## config.mk

```make
export PLATFORM = sky130hd
export DESIGN_NAME = wwd_core
export DESIGN_NICKNAME = d
export VERILOG_FILES = /design/src/rtl/wwd_pkg.sv /design/src/rtl/wwd_core.sv
export SDC_FILE = /design/constraint.sdc
export NUM_CORES = 1
export LEC_CHECK = 0
export BUFFER_PORTS_ARGS = -buffer_cell sky130_fd_sc_hd__buf_2
export CAP_MARGIN = 20
export CORE_MARGIN = 5
export CORE_UTILIZATION = 50
export DETAILED_ROUTE_END_ITERATION = 8
export PLACE_DENSITY = 0.65
export SLEW_MARGIN = 20
export SYNTH_ARGS = -nofsm -noshare
export SYNTH_HDL_FRONTEND = slang
export SYNTH_SLANG_ARGS = --single-unit
```

## constraint.sdc

```tcl
create_clock -name clk_i -period 7.2 [get_ports clk_i]
set_input_delay 0 -clock clk_i [delete_from_list [all_inputs] [get_ports clk_i]]
set_output_delay 0 -clock clk_i [all_outputs]
set_load 0.02 [all_outputs]
```

## src/rtl/wwd_pkg.sv

```systemverilog
`default_nettype none
package wwd_pkg;
	// counter width for oscillator ticks
	localparam int unsigned WWD_CW = 24;
	// main clock period in ns
	localparam int unsigned WWD_CLK_NS = 8;
	// power-good deglitch time, typical, in us
	localparam int unsigned WWD_DEGLITCH_US = 180;
	localparam int unsigned WWD_DEGLITCH_CYC = (WWD_DEGLITCH_US * 1000) / WWD_CLK_NS;
	// fixed power-good delay with no capacitor, typical, in us
	localparam int unsigned WWD_DLY_FIX_US = 248;
	localparam int unsigned WWD_DLY_FIX_CYC = (WWD_DLY_FIX_US * 1000) / WWD_CLK_NS;
	// capacitor-set power-good delay, typical, in ms
	localparam int unsigned WWD_DLY_CAP_MS = 20;
	localparam int unsigned WWD_DLY_CAP_CYC = (WWD_DLY_CAP_MS * 1000000) / WWD_CLK_NS;
	// minimum service pulse width in us
	localparam int unsigned WWD_SVC_MIN_US = 100;
	// period scale: low select gives 1x, high select 5x
	localparam int unsigned WWD_SCALE_LO = 1;
	localparam int unsigned WWD_SCALE_HI = 5;
	// initialization window in periods
	localparam int unsigned WWD_INIT_PERIODS = 8;
	// ratio 8:1 means period split into nine slots
	localparam int unsigned WWD_RATIO_SLOTS = 9;
	localparam int unsigned WWD_RATIO_OPEN = 8;
	// fault hold is one fifth of period
	localparam int unsigned WWD_HOLD_DIV = 5;
	// watchdog states
	typedef enum logic [2:0] {
		WWD_OFF,
		WWD_INIT,
		WWD_CLOSED,
		WWD_OPEN
	} wwd_state_t;
endpackage
`default_nettype wire

```

## src/rtl/wwd_core.sv

```systemverilog
`default_nettype none
// Functional notes
// RULE_01: good rises only after full delay
// RULE_02: good falls after deglitch interval
// RULE_03: no capacitor selects fixed delay
// RULE_04: undervoltage shuts output, restart full sequence
// RULE_05: thermal trip off, on after clear
// RULE_06: type pin low selects window mode
// RULE_07: scale pin high makes period fivefold
// RULE_08: period set by resistor oscillator
// RULE_09: period accuracy within ten percent
// RULE_10: first open window is eight periods
// RULE_11: closed plus open equals period
// RULE_12: ratio low gives half and half
// RULE_13: ratio high gives open eight ninths
// RULE_14: controller services during init window
// RULE_15: service in closed window is fault
// RULE_16: open window ending unserviced is fault
// RULE_17: faults reported on fault pin
// RULE_18: fault pulls pin low fifth period
// RULE_19: controller holds service high 100 us
// RULE_20: enable low arms watchdog when good
// RULE_21: valid service restarts, begins closed window
// RULE_22: all windows counted in oscillator ticks
// RULE_23: service input synchronized, rising edge used
module wwd_core
	import wwd_pkg::*;
#(
	parameter int unsigned DLY_FIX_CYC = WWD_DLY_FIX_CYC,   // fixed good delay
	parameter int unsigned DLY_CAP_CYC = WWD_DLY_CAP_CYC,   // capacitor good delay
	parameter int unsigned DEGLITCH_CYC = WWD_DEGLITCH_CYC, // falling deglitch
	parameter int unsigned OSC_DIV = 125,                   // clk cycles per osc tick
	parameter int unsigned SVC_MIN_TICKS = 2                // ticks service stays high
)
(
	input  wire logic        clk_i,                  // 125 MHz clock
	input  wire logic        rst_i,                  // power-up reset
	input  wire logic        vout_above_rise_i,      // output above rising threshold
	input  wire logic        vout_below_fall_i,      // output below falling threshold
	input  wire logic        delay_cap_present_i,    // capacitor on delay pin
	input  wire logic        input_undervoltage_lock_i, // input supply too low
	input  wire logic        thermal_trip_i,         // trip with hysteresis
	input  wire logic        type_select_pin_i,      // low: window mode
	input  wire logic        period_scale_select_i,  // high: 5x period
	input  wire logic        ratio_select_i,         // high: 8:1 ratio
	input  wire logic [15:0] timing_resistor_pin_i,  // resistor in ohms/100
	input  wire logic        service_in_i,           // async service pulse
	input  wire logic        guard_enable_n_i,       // low enables watchdog
	output logic             output_on_o,            // regulator output enabled
	output logic             supply_good_out_o,      // good level (open drain value)
	output logic             supply_good_out_oe_o,   // good pull-low enable
	output logic             fault_out_n_o,          // fault level
	output logic             fault_out_n_oe_o        // fault pull-low enable
);
	// regulator output state
	logic                   out_on_q;
	// good delay and deglitch counters
	logic [WWD_CW-1:0]      gd_cnt_q;
	logic                   good_q;
	// oscillator divider
	logic [15:0]            osc_cnt_q;
	logic                   tick;
	// period in ticks, derived from resistor
	logic [WWD_CW-1:0]      period_ticks;
	logic [WWD_CW-1:0]      closed_ticks;
	logic [WWD_CW-1:0]      open_ticks;
	logic [WWD_CW-1:0]      hold_ticks;
	logic [WWD_CW+3:0]      init_ticks;
	// open window limit in ticks, by mode
	logic [WWD_CW+3:0]      open_lim;
	// service synchroniser and filter
	logic                   svc_s1_q;
	logic                   svc_s2_q;
	logic [7:0]             svc_hi_q;
	logic                   svc_valid_q;
	logic                   svc_evt;
	// watchdog state
	wwd_state_t             st_q;
	logic [WWD_CW+3:0]      win_q;
	logic [WWD_CW-1:0]      hold_q;
	logic                   enable_lvl;
	logic                   en_q;
	logic                   fault_evt;
	logic                   hold_end_q;

	// output on when input ok and no thermal trip
	always_ff @(posedge clk_i or posedge rst_i)
	begin
		if (rst_i)
			out_on_q <= 1'b0;
		else
			out_on_q <= !input_undervoltage_lock_i && !thermal_trip_i; // RULE_04 RULE_05
	end

	// good qualification: delay on rise, deglitch on fall
	always_ff @(posedge clk_i or posedge rst_i)
	begin
		if (rst_i)
		begin
			gd_cnt_q <= '0;
			good_q   <= 1'b0;
		end
		else if (!out_on_q)
		begin
			// shutdown restarts the whole sequence
			gd_cnt_q <= '0; // RULE_04
			good_q   <= 1'b0;
		end
		else if (!good_q)
		begin
			// wait for the full delay above threshold
			if (!vout_above_rise_i)
				gd_cnt_q <= '0;
			else if (delay_cap_present_i ? (gd_cnt_q >= WWD_CW'(DLY_CAP_CYC - 1))
			                             : (gd_cnt_q >= WWD_CW'(DLY_FIX_CYC - 1))) // RULE_03
			begin
				good_q   <= 1'b1; // RULE_01
				gd_cnt_q <= '0;
			end
			else
				gd_cnt_q <= gd_cnt_q + 1'b1;
		end
		else
		begin
			// deglitch before dropping good
			if (!vout_below_fall_i)
				gd_cnt_q <= '0;
			else if (gd_cnt_q >= WWD_CW'(DEGLITCH_CYC - 1))
			begin
				good_q   <= 1'b0; // RULE_02
				gd_cnt_q <= '0;
			end
			else
				gd_cnt_q <= gd_cnt_q + 1'b1;
		end
	end

	// oscillator tick enable
	always_ff @(posedge clk_i or posedge rst_i)
	begin
		if (rst_i)
			osc_cnt_q <= '0;
		// wrap once per tick
		else if (osc_cnt_q >= 16'(OSC_DIV - 1))
			osc_cnt_q <= '0;
		else
			osc_cnt_q <= osc_cnt_q + 1'b1;
	end
	assign tick = (osc_cnt_q >= 16'(OSC_DIV - 1)); // RULE_22

	// period: 50 ticks per hundred ohms, scaled; resistor in hundreds of ohms
	always_comb
	begin
		period_ticks = period_scale_select_i
			? WWD_CW'(timing_resistor_pin_i * 8'd50 * WWD_SCALE_HI)
			: WWD_CW'(timing_resistor_pin_i * 8'd50 * WWD_SCALE_LO); // RULE_07 RULE_08 RULE_09
		// open part: half, or eight ninths
		open_ticks   = ratio_select_i
			? WWD_CW'((period_ticks * WWD_RATIO_OPEN) / WWD_RATIO_SLOTS)
			: WWD_CW'(period_ticks >> 1); // RULE_12 RULE_13
		closed_ticks = period_ticks - open_ticks; // RULE_11
		hold_ticks   = WWD_CW'(period_ticks / WWD_HOLD_DIV);
		init_ticks   = (WWD_CW+4)'(period_ticks) * (WWD_CW+4)'(WWD_INIT_PERIODS); // RULE_10
		// standard mode keeps the whole period open
		open_lim     = (WWD_CW+4)'(type_select_pin_i ? period_ticks : open_ticks); // RULE_06
	end

	// service synchroniser
	always_ff @(posedge clk_i or posedge rst_i)
	begin
		if (rst_i)
		begin
			svc_s1_q <= 1'b0;
			svc_s2_q <= 1'b0;
		end
		else
		begin
			svc_s1_q <= service_in_i; // RULE_23
			// first stage is read only by the second
			svc_s2_q <= svc_s1_q;
		end
	end

	// width qualification in ticks, pulse once when long enough
	always_ff @(posedge clk_i or posedge rst_i)
	begin
		if (rst_i)
		begin
			svc_hi_q    <= '0;
			svc_valid_q <= 1'b0;
		end
		// service low clears qualification
		else if (!svc_s2_q)
		begin
			svc_hi_q    <= '0;
			svc_valid_q <= 1'b0;
		end
		else if (tick && !svc_valid_q)
		begin
			// count ticks while held high
			if (svc_hi_q >= 8'(SVC_MIN_TICKS - 1))
				svc_valid_q <= 1'b1; // RULE_19 RULE_23
			else
				svc_hi_q <= svc_hi_q + 1'b1;
		end
	end
	assign svc_evt = tick && svc_s2_q && !svc_valid_q && (svc_hi_q >= 8'(SVC_MIN_TICKS - 1));

	// watchdog armed while good and enable low
	assign enable_lvl = good_q && !guard_enable_n_i; // RULE_20

	// enable history for initialization edge
	always_ff @(posedge clk_i or posedge rst_i)
	begin
		if (rst_i)
			en_q <= 1'b0;
		else
			en_q <= enable_lvl;
	end

	// fault cause: closed service or open timeout
	always_comb
	begin
		fault_evt = 1'b0;
		if (tick)
		begin
			case (st_q)
				// service in closed window
				WWD_CLOSED:
					fault_evt = svc_evt; // RULE_15
				// init window ran out unserviced
				WWD_INIT:
					fault_evt = !svc_evt && (win_q >= init_ticks - 1'b1); // RULE_16
				// open window ran out unserviced
				WWD_OPEN:
					fault_evt = !svc_evt && (win_q >= open_lim - 1'b1); // RULE_16
				default:
					fault_evt = 1'b0;
			endcase
		end
	end

	// watchdog window sequencer
	always_ff @(posedge clk_i or posedge rst_i)
	begin
		if (rst_i)
		begin
			st_q <= WWD_OFF;
			win_q <= '0;
		end
		else if (!enable_lvl)
		begin
			st_q  <= WWD_OFF; // RULE_20
			win_q <= '0;
		end
		else if (!en_q || hold_end_q)
		begin
			// rising enable or fault release restarts init
			st_q  <= WWD_INIT; // RULE_10
			win_q <= '0;
		end
		else if (tick)
		begin
			case (st_q)
				// wait for service, or time out
				WWD_INIT, WWD_OPEN:
				begin
					if (svc_evt)
					begin
						// service restarts counter; standard mode opens again
						st_q  <= type_select_pin_i ? WWD_OPEN : WWD_CLOSED; // RULE_06 RULE_21
						win_q <= '0;
					end
					else if (fault_evt)
					begin
						st_q  <= WWD_OFF;
						win_q <= '0;
					end
					else
						win_q <= win_q + 1'b1;
				end
				// early service faults, else open next
				WWD_CLOSED:
				begin
					if (fault_evt)
					begin
						st_q  <= WWD_OFF;
						win_q <= '0;
					end
					else if (win_q >= (WWD_CW+4)'(closed_ticks) - 1'b1)
					begin
						// closed part over, open window begins
						st_q  <= WWD_OPEN; // RULE_11
						win_q <= '0;
					end
					else
						win_q <= win_q + 1'b1;
				end
				// off state idles until restart
				default:
					win_q <= '0;
			endcase
		end
	end

	// fault hold counter, low for a fifth period
	always_ff @(posedge clk_i or posedge rst_i)
	begin
		if (rst_i)
		begin
			hold_q     <= '0;
			hold_end_q <= 1'b0;
		end
		else if (!enable_lvl)
		begin
			// disabled: fault pin floats
			hold_q     <= '0;
			hold_end_q <= 1'b0;
		end
		else if (fault_evt)
		begin
			// load hold length, never zero
			hold_q     <= (hold_ticks == '0) ? WWD_CW'(1) : hold_ticks; // RULE_18
			hold_end_q <= 1'b0;
		end
		else if (tick && hold_q != '0)
		begin
			// count down; flag the release
			hold_q     <= hold_q - 1'b1;
			hold_end_q <= (hold_q == WWD_CW'(1));
		end
		else
			hold_end_q <= 1'b0;
	end

	// pin drive: open drain, pull low when enable set
	assign output_on_o          = out_on_q;
	assign supply_good_out_o    = good_q;
	assign supply_good_out_oe_o = !good_q;
	// fault pin value is low; only the enable toggles
	assign fault_out_n_o        = 1'b0;
	assign fault_out_n_oe_o     = enable_lvl && (hold_q != '0); // RULE_17 RULE_18 RULE_20
endmodule
`default_nettype wire

```

==> impl_metrics.csv, run 1 <==
group,metric,value,unit
layout,antenna-diode-count,0,
layout,fin_nets,3689,
timing,finalWorstSetupSlack,-14840,ps
place,dpl.hpwl,53000,um
detailed_routing,drt_iter0_markers,1981,
worst_setup_path,required,7490,ps
synthesis,syn-instance-count,2579,
synthesis,synth_top_area_share,0.143,
grt,grt_pass1_wl,115000,um
detailed_routing,first_pass_iters,6,
synthesis,ys_seq_elements,109,
clock_network,cts_tree,"done",
timing,maxSlewHeadroom,0.0576,
grt,grtUsageTotal,0.324,
floorplanning,die_h,205,um
place,port_buffers,31,
grt,antenna_found_initial,1,
layout,multiInputGateArea,18600,sq um
timing,setup_violations,55,
grt,grt_max_degree,74,
timing,fin_crit_sh,3.06,
synthesis,synth-edff-count,0,
clock_network,cts_root_buffer,"clkbuf_16",
layout,n_fill_cell,2519,
timing,holdWs,109,ps
detailed_routing,ant_nets,0,
detailed_routing,wl,77400,um
synthesis,syn_area,19100,sq um
worst_setup_path,critPathCaptureType,"flop",
layout,drive_gt1_frac,0.420,
layout,ff_latch_area,2730,sq um
detailed_routing,drc,0,
clock_network,worstSkewPairLatency,360,ps
synthesis,async_reset_ff_frac,1.00,
worst_setup_path,crit_arrival,22330,ps
worst_setup_path,path_class,"in -> reg",
timing,grt_setup_unrepaired,"yes",
synthesis,ys_warn_count,0,
floorplanning,fp-row-count,71,
worst_setup_path,cpMostUsedCell,"a21o_1",
worst_setup_path,slowest_delay,530,ps
outcome,violations,"negative setup slack",
synthesis,synth_area_per_cell,7.40,sq um
worst_setup_path,cp_max_fo,8,
timing,slew_viol_final,0,
synthesis,synth.most_common_cell,"nor2_1",
timing,final_hold_viol_count,0,
floorplanning,die_area,42200,sq um
clock_network,cts_sinks,109,
grt,grt_pass1_vias,23300,
worst_setup_path,cp-start-kind,"input pin",
timing,fmax,45.4,MHz
detailed_routing,vias,24300,
synthesis,synth_area_leaders,"dfrtp_1 (14%), ha_1 (14%), xnor2_1 (6.6%)",
floorplanning,ios,33,
run,max-cap-violations,0,
synthesis,ys.flop_type,"dfrtp_1",
min_path,hold_class,"in -> reg",
detailed_routing,routed_via_density,6.14,
clock_network,path_clk_slew,80,ps
clock_network,clock_path_buffers,2,
floorplanning,die_width,205,um
synthesis,synth_common_cells,"nor2_1 (269), nand2_1 (240), ha_1 (210)",
synthesis,seq_area_frac_synth,0.143,
synthesis,yosysTopAreaCell,"dfrtp_1",
clock_network,cts_buffers,9,
synthesis,ys_types,130,
grt,grt_overflow_total,0,
floorplanning,floorplan.initialDensity,0.507,
timing,min_period,22040,ps
clock_network,cts-htree-levels,3,
layout,areaGrowthSynthToFinish,57.9,%
timing,finClkSkew,7.75,ps
place,place_congestion,0.948,
outcome,outcome,"finished, violations left",
floorplanning,coreArea,37700,sq um
timing,tightest_slew,1400,ps
detailed_routing,wl_per_cell,19.6,um
worst_setup_path,crit_slowest_cell,"fa_1",
through the flow:
step | area [sq um] | TNS [ps] | setup slack (ps) | instances | util
floorplan | 19700 | -762430 | -14310 | 2590 | -
global placement | 25700 | -815810 | -15090 | 3785 | 0.683
detailed placement | 25700 | -846370 | -15620 | 3785 | 0.683
finish | 30200 | -790060 | -14840 | 3954 | 0.801
CTS | 28300 | -748730 | -13960 | 3898 | 0.752
global route | 30200 | -842060 | -15750 | 3954 | 0.801
worst max-delay path, delay by kind of cell:
kind,cells,cell delay (ps)
mux,4,1030
simple gates,24,4210
buf+inv,22,2920
compound gates,62,10740
xor+xnor,2,270
fa+ha+maj,10,3100
timing repair:
action,CTS,global route
gates cloned,4,2
hold buffers,6,0
endpoints found under the setup margin,55,55
gates resized for setup,303,284
pin swaps,170,126
setup buffers,91,57
endpoints found under the hold margin,39,0
area by class of cell:
| type | instances | area share |
|---|---|---|
| multi-input cells | 2266 | 0.618 |
| repair buffers | 942 | 0.247 |
| flip-flops and latches | 109 | 0.0905 |
| well taps | 511 | 0.0212 |
| inverters | 110 | 0.0139 |
| clock buffers | 11 | 0.00805 |
| clock inverters | 5 | 0.00162 |
state kept, by name, summed over array words and instances (netlist names), 2 cells and up:
register and flops:
st_q 2, hold_q 24, svc_hi_q 8, gd_cnt_q 24, win_q 28, osc_cnt_q 16
cells in the final DEF (no fill, tap or decap), types with 15 or more instances in the layout:
| master | Yosys | layout |
|---|---|---|
| o21ai_0 | 164 | 101 |
| a21oi_1 | 188 | 134 |
| nor2b_1 | 38 | 33 |
| and2_1 | 27 | 21 |
| nand4_1 | 49 | 49 |
| inv_1 | 102 | 85 |
| mux2i_1 | 26 | 22 |
| a21o_1 | 53 | 51 |
| a21oi_2 | 3 | 44 |
| nor4_1 | 30 | 17 |
| nand2b_1 | 37 | 35 |
| nor2_2 | 1 | 22 |
| nand2_1 | 240 | 224 |
| o21ai_1 | 35 | 67 |
| a211oi_2 | 5 | 19 |
| inv_2 | 1 | 17 |
| buf_4 | 4 | 843 |
| dfrtp_1 | 109 | 109 |
| xor2_1 | 61 | 58 |
| o211ai_1 | 35 | 35 |
| buf_2 | 13 | 23 |
| nor3_1 | 72 | 56 |
| nor2_4 | 0 | 19 |
| nand3_1 | 80 | 71 |
| a31oi_1 | 28 | 21 |
| o21ai_2 | 2 | 25 |
| nor2_1 | 269 | 229 |
| ha_4 | 0 | 48 |
| o21a_1 | 19 | 15 |
| xnor2_1 | 144 | 129 |
| and3_1 | 40 | 39 |
| buf_6 | 0 | 52 |
| ha_1 | 210 | 157 |
worst paths after layout:
check                                         startpoint     endpoint  slack (ps)  depth (start not counted)
worst max-delay path            timing_resistor_pin_i[6]    win_q[18]      -14840                        124
worst min-delay path                   vout_below_fall_i  gd_cnt_q[1]         110                          4
worst max register to register                  win_q[0]    win_q[18]        1880                         37
worst min register to register                  svc_s1_q     svc_s2_q         380                          0
max in group asynchronous                          rst_i   hold_q[15]        5660                          4
min in group asynchronous                          rst_i     win_q[5]         240                          3
metal layers:
| metal | track usage | vias up | routed length [um] |
|---|---|---|---|
| li1 | - | 11200 | - |
| met1 | 0.431 | 11700 | 32100 |
| met2 | 0.560 | 1085 | 37200 |
| met3 | 0.0241 | 288 | 4860 |
| met4 | 0.101 | 2 | 3180 |
| met5 | 0 | - | 11 |
cells by family (layout without fill, tap and decap cells):
logic type / Yosys count / count (layout) / synth area share
buf+inv: 215 / 1068 / 0.0440
other cells: 1 / 12 / 0.000196
mux: 45 / 45 / 0.0267
simple gates: 981 / 981 / 0.253
xor+xnor: 207 / 207 / 0.0961
flops: 109 / 109 / 0.143
fa+ha+maj: 228 / 228 / 0.154
compound gates: 793 / 793 / 0.283
Power of run 1 is not shown: default switching activity piles up to over one toggle a cycle in this logic, so the estimate is an artifact.
==> inputs of run 2 (changes only) <==
Settings changed: ABC_AREA from default to 1, SKIP_CTS_REPAIR_TIMING from default to 1.
==> run 2 against run 1 <==
  * The run still ends with negative setup slack left
  * Worst setup slack better by 3400 ps
  * Utilization down 7.7 points
  * Sequential share of layout area is 0.97 points higher
  * Synthesized area fell by 0.14%
  * Final cell count increased by 5.4%
  * Critical endpoint is now win_q[2]
==> impl_metrics.csv, run 2 <==
group,metric,value,unit
timing,grt_setup_unrepaired,"yes",
detailed_routing,wl_per_cell,14.4,um
clock_network,cts_root_buffer,"clkbuf_16",
synthesis,async_reset_ff_frac,1.00,
floorplanning,ios,33,
timing,finalWorstSetupSlack,-11430,ps
synthesis,syn_area,19100,sq um
floorplanning,die_h,205,um
synthesis,synth_top_area_share,0.143,
clock_network,path_clk_slew,80,ps
detailed_routing,drt_iter0_markers,1314,
timing,maxSlewHeadroom,0.362,
synthesis,syn-instance-count,2954,
detailed_routing,wl,59900,um
worst_setup_path,slowest_delay,490,ps
clock_network,cts_sinks,109,
timing,tightest_slew,953,ps
synthesis,ys.flop_type,"dfrtp_1",
place,place_congestion,0.956,
timing,holdWs,12.8,ps
synthesis,ys_warn_count,0,
detailed_routing,routed_via_density,5.25,
grt,grt_max_degree,73,
clock_network,cts-htree-levels,3,
synthesis,ys_seq_elements,109,
grt,grt_pass1_wl,95900,um
min_path,hold_class,"in -> reg",
layout,fin_nets,3904,
layout,final_common_cell,"buf_4",
worst_setup_path,cp_max_fo,11,
worst_setup_path,rrSetupSlack,3310,ps
timing,min_period,18630,ps
clock_network,worstSkewPairLatency,360,ps
layout,antenna-diode-count,0,
worst_setup_path,required,7460,ps
floorplanning,die_area,42100,sq um
timing,slew_viol_final,0,
worst_setup_path,crit_family,"simple AND/OR/NAND/NOR gates",
outcome,violations,"negative setup slack",
floorplanning,coreArea,37700,sq um
timing,fmax,53.7,MHz
clock_network,cts_buffers,9,
layout,n_fill_cell,3115,
timing,fin_crit_sh,2.59,
timing,finClkSkew,10.8,ps
clock_network,clock_path_buffers,2,
grt,grt_overflow_total,0,
worst_setup_path,crit_arrival,18890,ps
synthesis,synth_area_per_cell,6.45,sq um
grt,antenna_found_initial,0,
worst_setup_path,cp-start-kind,"input pin",
run,max-cap-violations,0,
grt,grt_pass1_vias,21200,
clock_network,cts_tree,"done",
layout,largest_register_ffs,28,
place,dpl.hpwl,48600,um
layout,drive_gt1_frac,0.362,
layout,largest_registers,"win_q (28), gd_cnt_q (24), hold_q (24)",
worst_setup_path,critPathCaptureType,"flop",
layout,top_register,"win_q",
synthesis,ys_types,76,
floorplanning,floorplan.initialDensity,0.506,
grt,grtUsageTotal,0.269,
place,place_ws,-12100,ps
layout,areaGrowthSynthToFinish,42.9,%
synthesis,synth_common_cells,"nand2_1 (680), inv_1 (404), nor2_1 (254)",
detailed_routing,vias,21900,
detailed_routing,first_pass_iters,5,
timing,setup_violations,55,
worst_setup_path,cpMostUsedCell,"nand2_4",
synthesis,synth-edff-count,0,
synthesis,synth.most_common_cell,"nand2_1",
outcome,outcome,"finished, violations left",
place,port_buffers,31,
worst_setup_path,path_class,"in -> reg",
synthesis,yosysTopAreaCell,"dfrtp_1",
floorplanning,die_width,205,um
worst_setup_path,crit_slowest_cell,"fa_1",
synthesis,seq_area_frac_synth,0.143,
worst_setup_path,worstPathBufferInverterCount,18,
timing,final_hold_viol_count,0,
synthesis,synth_area_leaders,"dfrtp_1 (14%), ha_1 (14%), nand2_1 (13%)",
detailed_routing,drc,0,
floorplanning,fp-row-count,71,
layout,final_cell_mix,"buf_4 (668), nand2_1 (608), inv_1 (377)",
detailed_routing,ant_nets,0,
## run 2: cell count changes after synthesis, moves of 61 or more
| cell | delta |
|---|---|
| o21ai_0 | -67 |
| inv_1 | +302 |
| xnor2_1 | -113 |
| a21oi_1 | -61 |
| xor2_1 | +71 |
| nand2_1 | +440 |
| nand2_2 | +115 |
| nand3_1 | +142 |
## run 2: layer usage
layer	share of wire	global-route usage	up-vias
li1	-	-	11100
met5	0	0	-
met4	0.030	0.0727	0
met3	0.041	0.0206	123
met1	0.42	0.340	10200
met2	0.51	0.492	480
## run 2: cell families (layout without fill, tap and decap cells)
logic type               Yosys count  in the layout  synth area share
AO/OA/AOI/OAI                    380            380             0.120
buffers and inverters            514           1206             0.110
flip-flops                       109            109             0.143
XOR/XNOR                         164            164            0.0763
AND/OR/NAND/NOR                 1562           1563             0.398
multiplexers                       1              1          0.000591
adder cells (fa/ha/maj)          223            223             0.151
other                              1             12          0.000197
## run 2: final cells by class
| class | count | area, sq um | share of cell area |
|---|---|---|---|
| clock buffers | 9 | 225 | 0.00827 |
| clock inverters | 7 | 72.6 | 0.00266 |
| inverters | 476 | 1880 | 0.0689 |
| multi-input cells | 2343 | 16300 | 0.599 |
| flip-flops and latches | 109 | 2730 | 0.100 |
| well taps | 511 | 639 | 0.0235 |
| repair buffers | 712 | 5350 | 0.196 |
| repair inverters | 2 | 17.5 | 0.000643 |
## run 2: worst register-to-register path, delay by kind of cell (launching register included)
family	cells	cell delay, ps
AND/OR/NAND/NOR	3	430
AO/OA/AOI/OAI	13	2210
buffers and inverters	5	460
flip-flops	1	410
adder cells (fa/ha/maj)	1	300
## run 2: worst paths after layout
kind                                           from                end  cells after the start
max                        timing_resistor_pin_i[4]           win_q[2]                    171
min                               vout_below_fall_i  supply_good_out_o                      4
max reg2reg                                win_q[0]           win_q[2]                     22
min reg2reg                                svc_s1_q           svc_s2_q                      0
max in group asynchronous                     rst_i            st_q[0]                      4
min in group asynchronous                     rst_i       gd_cnt_q[15]                      3
## run 2: metrics by stage
step | util | cells | instance area, sq um | TNS, ps
final | 0.723 | 4169 | 27200 | -601150
after CTS | 0.676 | 4101 | 25500 | -628140
after detailed placement | 0.668 | 4085 | 25200 | -644800
after floorplan | - | 2965 | 20000 | -544260
after global placement | 0.668 | 4085 | 25200 | -600790
after global routing | 0.723 | 4169 | 27200 | -675940
Power of run 2 is left out for the same reason.
